[config.mk]
export PLATFORM = sky130hd
export DESIGN_NAME = pss_serial_pcs_status
export DESIGN_NICKNAME = d
export VERILOG_FILES = /design/src/rtl/pss_pkg.sv /design/src/rtl/pss_serial_pcs_status.sv
export VERILOG_INCLUDE_DIRS = /design/src /design/src/rtl
export SDC_FILE = /design/constraint.sdc
export NUM_CORES = 1
export LEC_CHECK = 0
export ABC_AREA = 0
export CORE_MARGIN = 2
export CORE_UTILIZATION = 55
export CTS_CLUSTER_DIAMETER = 40
export CTS_CLUSTER_SIZE = 10
export DETAILED_ROUTE_END_ITERATION = 8
export DONT_BUFFER_PORTS = 1
export PLACE_DENSITY = 0.77
export SYNTH_ARGS = -nofsm -noshare
export SYNTH_HDL_FRONTEND = slang
export SYNTH_SLANG_ARGS = --single-unit
[constraint.sdc]
create_clock -name clk -period 2 [get_ports clk]
set_input_delay 0.2 -clock clk [delete_from_list [all_inputs] [get_ports clk]]
set_output_delay 0.2 -clock clk [all_outputs]
set_load 0.005 [all_outputs]
[src/rtl/pss_defines.svh]
// constants for the serial pcs status register block
// What this block does
// - register valid only for tri-speed mac with sgmii or 1000base-x, else zero
// - bit 13 set on 1000base-x remote fault, fault kind in bits 9:8
// - remote fault bit sticks until a management read of phy status reg 1
// - remote fault bit has no meaning in sgmii mode
// - bit 12 reports negotiated duplex, one full, zero half
// - bits 11:10 report negotiated speed, 00/01/10 for 10/100/1000, 11 reserved
// - bits 9:8 hold received remote fault code on 1000base-x
// - sgmii mode, bit 7 shows external phy link state
// - 1000base-x mode, bit 7 held low
// - bit 6 set when received code group is not in 8b/10b tables
// - bit 5 set on running disparity error
// - bit 4 set on invalid data during config or idle ordered sets
// - bit 3 high while idles received, bit 2 while config sets received
// - bit 1 follows receive sync state, not qualified by auto-negotiation
// - bit 0 high when synced and auto-negotiation is either disabled or completed
`ifndef PSS_DEFINES_SVH
`define PSS_DEFINES_SVH
`define PSS_ADDR_W        8
`define PSS_STATUS_OFF    8'h30
`define PSS_INT_STAT_OFF  8'h34
`define PSS_INT_MASK_OFF  8'h38
`define PSS_FLT_BIT       13
`define PSS_DUP_BIT       12
`define PSS_SPD_HI        11
`define PSS_SPD_LO        10
`define PSS_ENC_HI        9
`define PSS_ENC_LO        8
`define PSS_PHYLNK_BIT    7
`define PSS_UNK_BIT       6
`define PSS_DISP_BIT      5
`define PSS_INV_BIT       4
`define PSS_IDLE_BIT      3
`define PSS_CFG_BIT       2
`define PSS_SYNC_BIT      1
`define PSS_LINK_BIT      0
`define PSS_MAC_TRISPEED  4'h1
`define PSS_PHY_SGMII     4'h4
`define PSS_PHY_1000X     4'h5
`define PSS_IRQ_W         4
`define PSS_IRQ_FLT       0
`define PSS_IRQ_LINK      1
`define PSS_IRQ_SYNC      2
`define PSS_IRQ_ERR       3
`endif

[src/rtl/pss_pkg.sv]
// types for the serial pcs status register block
package pss_pkg;
  typedef struct packed {
    logic       faultDetect;
    logic [1:0] faultCode;
    logic       fullDuplex;
    logic [1:0] speed;
    logic       phyLinked;
    logic       codeGroupUnknown;
    logic       disparityError;
    logic       orderedSetInvalid;
    logic       idleSetsSeen;
    logic       configSetsSeen;
    logic       syncAcquired;
    logic       anEnabled;
    logic       anComplete;
  } pss_pcs_t;
  typedef struct packed {
    logic [7:0]  address;
    logic        read;
    logic        write;
    logic [31:0] writedata;
  } pss_req_t;
  typedef enum logic [1:0] {PssIdle, PssAnswer} pss_state_t;
endpackage

[src/rtl/pss_serial_pcs_status.sv]
// serial pcs status register with avalon-mm slave and interrupt
//
// Design decision made here: the Avalon-MM slave port.
`timescale 1ns/100ps
`include "pss_defines.svh"
module pss_serial_pcs_status
  import pss_pkg::*;
#(
  parameter logic [3:0] MAC_TYPE          = 4'h1,
  parameter logic [3:0] PHY_VARIANT_PARAM = 4'h5
) (
  input  wire logic        clk,
  input  wire logic        rst_n,
  input  wire pss_req_t    avReq,
  output logic [31:0]      avReaddata,
  output logic             avWaitrequest,
  input  wire pss_pcs_t    pcsIn,
  input  wire logic        phyStatusRead,
  output logic             irq
);

  localparam logic VALID_BUILD = (MAC_TYPE == `PSS_MAC_TRISPEED) &&
    ((PHY_VARIANT_PARAM == `PSS_PHY_SGMII) ||
     (PHY_VARIANT_PARAM == `PSS_PHY_1000X));
  localparam logic IS_1000X = (PHY_VARIANT_PARAM == `PSS_PHY_1000X);

  logic [31:0]          status_q, status_d;
  logic                 fault_q, fault_d;
  logic [31:0]          readdata_q, readdata_d;
  pss_state_t           state_q, state_d;
  logic [`PSS_IRQ_W-1:0] intStat_q, intStat_d;
  logic [`PSS_IRQ_W-1:0] intMask_q, intMask_d;
  logic [`PSS_IRQ_W-1:0] event_v;
  logic                 link_q, sync_q;
  logic                 linkNow, syncNow;
  logic                 req, hit;

  assign syncNow = pcsIn.syncAcquired;
  assign linkNow = pcsIn.syncAcquired &&
                   (!pcsIn.anEnabled || pcsIn.anComplete);

  always_comb begin
    fault_d = fault_q;
    if (phyStatusRead)
      fault_d = 1'b0;
    if (IS_1000X && pcsIn.faultDetect)
      fault_d = 1'b1;
    status_d = 32'h0000_0000;
    if (VALID_BUILD) begin
      status_d[`PSS_FLT_BIT] = fault_q;
      status_d[`PSS_DUP_BIT] = pcsIn.fullDuplex;
      status_d[`PSS_SPD_HI:`PSS_SPD_LO] = pcsIn.speed;
      status_d[`PSS_ENC_HI:`PSS_ENC_LO] =
        IS_1000X ? pcsIn.faultCode : 2'h0;
      status_d[`PSS_PHYLNK_BIT] = !IS_1000X && pcsIn.phyLinked;
      status_d[`PSS_UNK_BIT]  = pcsIn.codeGroupUnknown;
      status_d[`PSS_DISP_BIT] = pcsIn.disparityError;
      status_d[`PSS_INV_BIT]  = pcsIn.orderedSetInvalid;
      status_d[`PSS_IDLE_BIT] = pcsIn.idleSetsSeen;
      status_d[`PSS_CFG_BIT]  = pcsIn.configSetsSeen;
      status_d[`PSS_SYNC_BIT] = syncNow;
      status_d[`PSS_LINK_BIT] = linkNow;
    end
  end

  always_ff @(posedge clk or negedge rst_n) begin
    if (!rst_n) begin
      status_q <= 32'h0000_0000;
      fault_q  <= 1'b0;
      link_q   <= 1'b0;
      sync_q   <= 1'b0;
    end else begin
      status_q <= status_d;
      fault_q  <= fault_d;
      link_q   <= status_q[`PSS_LINK_BIT];
      sync_q   <= status_q[`PSS_SYNC_BIT];
    end
  end

  // events: new fault, link change, sync change, decode error
  assign event_v[`PSS_IRQ_FLT]  = status_d[`PSS_FLT_BIT] &&
                                  !status_q[`PSS_FLT_BIT];
  assign event_v[`PSS_IRQ_LINK] = status_q[`PSS_LINK_BIT] != link_q;
  assign event_v[`PSS_IRQ_SYNC] = status_q[`PSS_SYNC_BIT] != sync_q;
  assign event_v[`PSS_IRQ_ERR]  = status_q[`PSS_UNK_BIT] ||
                                  status_q[`PSS_DISP_BIT] ||
                                  status_q[`PSS_INV_BIT];

  assign req = avReq.read || avReq.write;
  assign hit = (state_q == PssIdle) && req;

  // one wait cycle, answer on the second edge
  always_comb begin
    state_d    = state_q;
    readdata_d = readdata_q;
    intStat_d  = intStat_q;
    intMask_d  = intMask_q;
    case (state_q)
      PssIdle: begin
        if (req) begin
          state_d = PssAnswer;
          readdata_d = 32'h0000_0000;
          if (avReq.read) begin
            case (avReq.address)
              `PSS_STATUS_OFF:   readdata_d = status_q;
              `PSS_INT_STAT_OFF: readdata_d = {28'h0, intStat_q};
              `PSS_INT_MASK_OFF: readdata_d = {28'h0, intMask_q};
              default:           readdata_d = 32'h0000_0000;
            endcase
          end
        end
      end
      PssAnswer: begin
        state_d = PssIdle;
        if (avReq.write && avReq.address == `PSS_INT_STAT_OFF)
          intStat_d = intStat_q & ~avReq.writedata[`PSS_IRQ_W-1:0];
        if (avReq.write && avReq.address == `PSS_INT_MASK_OFF)
          intMask_d = avReq.writedata[`PSS_IRQ_W-1:0];
      end
      default: state_d = PssIdle;
    endcase
    intStat_d = intStat_d | event_v;
  end

  always_ff @(posedge clk or negedge rst_n) begin
    if (!rst_n) begin
      state_q    <= PssIdle;
      readdata_q <= 32'h0000_0000;
      intStat_q  <= '0;
      intMask_q  <= '0;
    end else begin
      state_q    <= state_d;
      readdata_q <= readdata_d;
      intStat_q  <= intStat_d;
      intMask_q  <= intMask_d;
    end
  end

  assign avReaddata    = readdata_q;
  assign avWaitrequest = req && (state_q != PssAnswer);
  assign irq           = |(intStat_q & intMask_q);

  // write strobes of the interrupt registers, answer cycle only
  logic                 wrStat, wrMask;
  assign wrStat = (state_q == PssAnswer) && avReq.write &&
                  (avReq.address == `PSS_INT_STAT_OFF);
  assign wrMask = (state_q == PssAnswer) && avReq.write &&
                  (avReq.address == `PSS_INT_MASK_OFF);

  for (genvar i = 0; i < `PSS_IRQ_W; i++) begin : g_stat

  end
endmodule

### After elaboration in Yosys (flattened, before gate mapping)

Index checks and enable logic that the tools add are counted.

| operators by class | value |
|---|---|
| eq/ne operators | 8 |
| multiplexer cells | 8 |
| bitwise operators | 4 |
| reductions and logical operators | 16 |

Operators by type and width:

| cell | count |
|---|---|
| $pmux 14 s3 | 1 |
| $eq 8x6->1 const B | 3 |
| $mux 14 | 1 |
| $and 4x4->4 | 2 |
| $mux 4 | 2 |
| $logic_and 1x1->1 | 5 |
| $logic_or 1x1->1 | 4 |
| $mux 2 | 2 |
| $not 4->4 | 1 |
| $or 4x4->4 | 1 |
| $reduce_and 2->1 | 2 |
| $reduce_or 4->1 | 1 |
| $eq 2x1->1 const B | 1 |
| $logic_not 1->1 | 2 |
| $logic_not 2->1 | 1 |
| $mux 1 | 2 |
| $ne 1x1->1 | 2 |
| $ne 2x1->1 const B | 1 |
| $ne 2x2->1 const B | 1 |
| $reduce_bool 2->1 | 1 |

| storage, ports and cells | value |
|---|---|
| flip-flop bits (word level) | 58 |
| bits of input ports | 60 |
| output and inout bits | 34 |
| logic and storage cells | 44 |

### Logic depth before layout (Yosys ltp)

| logic depth | value |
|---|---|
| depth after elaboration | 5 |
| mapped depth | 5 |
| mapped depth without buffers | 3 |

### Worst setup path after synthesis

OpenSTA, ideal clock, no wires.

| timing | value |
|---|---|
| kind | register to register |
| start | register state_q[0] |
| end | register readdata_q[10] (netlist: avReaddata[10]) |
| setup time | 0.067 ns |
| arrival time | 1.412 ns |
| required time | 1.933 ns |
| setup slack | 0.521 ns |
| cell stages (with the launch flop) | 4 |
| buffers on the path | 0 |
| period minus slack after synthesis | 1.479 ns |
| cells stage by stage | dfrtp_1 > or4b_4 > nor4_4 > a22o_1 |

| between the ends | value |
|---|---|
| cells in the longest elaborated chain, start to end | 2 |

RTL lines:

| item | RTL line | RTL |
|---|---|---|
| start, declared | pss_serial_pcs_status.sv:30 | `pss_state_t state_q, state_d;` |
| start signal, assigned | pss_serial_pcs_status.sv:127 | `state_q <= PssIdle;` |
| start signal, assigned | pss_serial_pcs_status.sv:132 | `state_q <= state_d;` |
| $logic_not 2->1 | pss_serial_pcs_status.sv:98 | `case (state_q)` |
| $reduce_and 2->1 (no source line) | -- |  |
| end signal, assigned | pss_serial_pcs_status.sv:133 | `readdata_q <= readdata_d;` |
| end, declared | pss_serial_pcs_status.sv:29 | `logic [31:0] readdata_q, readdata_d;` |

No other way between the ends.
A chain may end at the register's enable or synchronous reset.

### Worst setup path after layout

| timing | value |
|---|---|
| start | register state_q[0] |
| end | register readdata_q[13] (netlist: avReaddata[13]) |

Same word-level chain as after synthesis.

==> impl_metrics.json <==
{
  "end_kind": "flip-flop",
  "clkPwrFrac_pct": 31.3,
  "num_rows": 19,
  "netSwitchingFraction_pct": 23.9,
  "totalWireLength_mm": 2.83,
  "drtIter0Drc": 37,
  "max_slew.worst_pin.slew_ns": 0.528,
  "peakVddDrop_mv": 0.651,
  "cap_violations": 0,
  "wl_per_cell_um": 15.8,
  "setup_tns_ns": 0,
  "via_per_inst": 5.53,
  "startpoint": "state_q[0]",
  "relSlewSlack_pct": 64.5,
  "cts.reportedPaths.clkPinSlew_ns": 0.12,
  "synth_area_sq_um": 1620,
  "fmax_mhz": 596,
  "slowest_stage": "or4b_4",
  "synth_area_per_cell_sq_um": 13.1,
  "gp_congestion": 0.831,
  "grt_pass1_vias": 962,
  "cts_resized": 0,
  "final_core_utilization_pct": 66.8,
  "cp_cell_sequence": "or4b_4 > nor4_4 > a22o_1",
  "io_pins": 94,
  "status": "finished clean",
  "async_flop_share_pct": 100,
  "power_leakage_nw": 0.849,
  "arrival_ns": 1.96,
  "intPower_mw": 1.02,
  "synth_mux_area_share_pct": 5.24,
  "synth_top_family_by_area": "compound AO/OA/AOI/OAI gates",
  "hold_violations": 0,
  "p_seq_share_pct": 60.1,
  "clock_latency_ns": 0.35,
  "drive_gt1_share_pct": 13.5,
  "cts_num_sinks": 38,
  "yosysWarnings": 0,
  "route.vias.total": 989,
  "core_sq_um": 2780,
  "drc": 0,
  "grt_pass1_wl_mm": 4.64,
  "fp.dieW_um": 58.3,
  "num_antenna_cells": 0,
  "first_pass_iters": 5,
  "dieHeight_um": 58.3,
  "synth_fa_ha_area_share_pct": 0,
  "start_util_pct": 58.3,
  "cts-root-buf": "clkbuf_4",
  "synth.ff_latch_count": 38,
  "ant_nets": 0,
  "antenna_found_initial": 0,
  "hold_start": "avReq[3]",
  "final_nets": 207,
  "synth-edff-count": 0,
  "start_kind": "flip-flop",
  "reg2reg_from": "state_q[0]",
  "ys_types": 28,
  "n_fill_cell": 196,
  "numCtsBuffers": 5,
  "synth_compound_area_share_pct": 14.0,
  "reg2reg_slack_ns": 0.32,
  "overflow": 0,
  "pwr-share-comb_pct": 8.6,
  "skew_ns": 0.0171,
  "min_path_type": "in2reg",
  "power.density_nw_per_um2": 719,
  "p_switching_mw": 0.319,
  "final_cell_mix": "dfrtp_1, dlygate4sd3_1, conb_1",
  "setup-violations-final": 0,
  "syn_inst": 124,
  "finalCriticalPeriod_ns": 1.68,
  "cts_tree": "yes",
  "ys.flop_type": "dfrtp_1",
  "synthToLayoutAreaGrowth_pct": 14.5,
  "io_buffers": 0,
  "clk_path_buf_depth": 2,
  "htreeDepth": 2,
  "final_common_cell": "dfrtp_1",
  "worst-setup-path-type": "reg2reg",
  "crit_fanout": 9,
  "grt_start_max_net_pins": 39,
  "rsz0062_at_grt": "no",
  "cpPeakStageDelay_ns": 0.57,
  "die-area_sq_um": 3400,
  "fin_crit_sh_pct": 84.0,
  "synth_seq_area_share_pct": 58.6,
  "synthSimpleGateAreaFrac_pct": 9.95,
  "grt.total_usage_pct": 19.0,
  "crit_required_ns": 2.28,
  "synth_xor_area_share_pct": 1.08,
  "dp_hpwl_mm": 1.86,
  "final_max_slew_viol_count": 0
}
-- stage by stage --
| step | instance area [sq um] | worst slack, ns | cells | hold slack [ns] | total power, mW |
|---|---|---|---|---|---|
| after global placement | 1570 | 0.376 | 150 | -0.0949 | 0.880 |
| after CTS | 1850 | 0.311 | 178 | 0.000454 | 1.35 |
| after detailed placement | 1570 | 0.359 | 150 | -0.0948 | 0.883 |
| after global routing | 1860 | 0.228 | 179 | 0.0558 | 1.40 |
| after floorplan | 1690 | 0.521 | 142 | -0.0956 | 0.905 |
| final | 1860 | 0.321 | 179 | 0.0460 | 1.34 |
-- power groups by stage --
stage               clock, mW  combinational, mW  sequential (mW)
floorplan                   0             0.0898            0.815
global placement            0             0.0627            0.817
detailed placement          0             0.0644            0.818
CTS                     0.429              0.115            0.803
global route            0.461              0.132            0.805
finish                  0.417              0.115            0.803
-- critical path, delay by kind of cell (launching register included) --
family           cells  cell delay (ns)
AO/OA/AOI/OAI        1             0.21
flip-flops           1             0.42
AND/OR/NAND/NOR      2             0.98
-- flip-flops by register name (all words and copies together) (netlist names) --
signal	cells
intStat_q	4
fault_q	1
state_q	1
link_q	1
sync_q	1
avReaddata	13
intMask_q	4
status_q	13
-- cell families (layout without fill, tap and decap cells) --
logic type / count (synthesis) / count (layout)
flip-flops: 38 / 38
other: 1 / 19
AND/OR/NAND/NOR: 20 / 20
AO/OA/AOI/OAI: 27 / 27
XOR/XNOR: 2 / 2
multiplexers: 8 / 8
buffers and inverters: 28 / 34
-- area by class of cell --
cell class              count  area [sq um]  area share, %
repair buffers             22           228           12.3
inverters                   4          15.0          0.808
clock inverters             2          12.5          0.673
flip-flops and latches     38           951           51.2
clock buffers               6          51.3           2.76
well taps                  31          38.8           2.09
multi-input cells          76           562           30.2
-- synth_stat cells, types with 2 or more instances --
| cell type | n | area (sq um) |
|---|---|---|
| inv_1 | 4 | 15.0 |
| or2_2 | 2 | 12.5 |
| nand2_1 | 5 | 18.8 |
| dfrtp_1 | 38 | 951 |
| o2bb2ai_1 | 4 | 35.0 |
| a22oi_1 | 2 | 15.0 |
| a22o_1 | 13 | 114 |
| xnor2_1 | 2 | 17.5 |
| buf_4 | 19 | 143 |
| nand3b_1 | 4 | 30.0 |
| nor4_4 | 2 | 42.5 |
| clkbuf_1 | 4 | 15.0 |
| o31ai_1 | 4 | 30.0 |
| mux2_2 | 4 | 45.0 |
| mux2i_1 | 4 | 40.0 |
-- per-layer routing --
layer | global-route usage, % | wire length [um] | vias up
li1 | - | - | 449
met1 | 24.7 | 1150 | 485
met2 | 26.5 | 1340 | 49
met3 | 10.1 | 289 | 6
met4 | 7.97 | 51 | 0
met5 | 0 | 0 | -
-- path summary, 6_finish.rpt --
path	end	cells past startpoint
worst min register to register	status_q[13]	0
min in group asynchronous	intMask_q[3]	2
max in group asynchronous	avReaddata[6]	2
worst min-delay path	intStat_q[3]	3
worst max-delay path	avReaddata[13]	3
worst max register to register	avReaddata[13]	3
-- repair_timing --
item / in CTS / in global routing
endpoints found under the hold margin: 54 / 1
hold buffers: 20 / 1
setup buffers: 0 / 0
(Power assumes the default switching activity.)
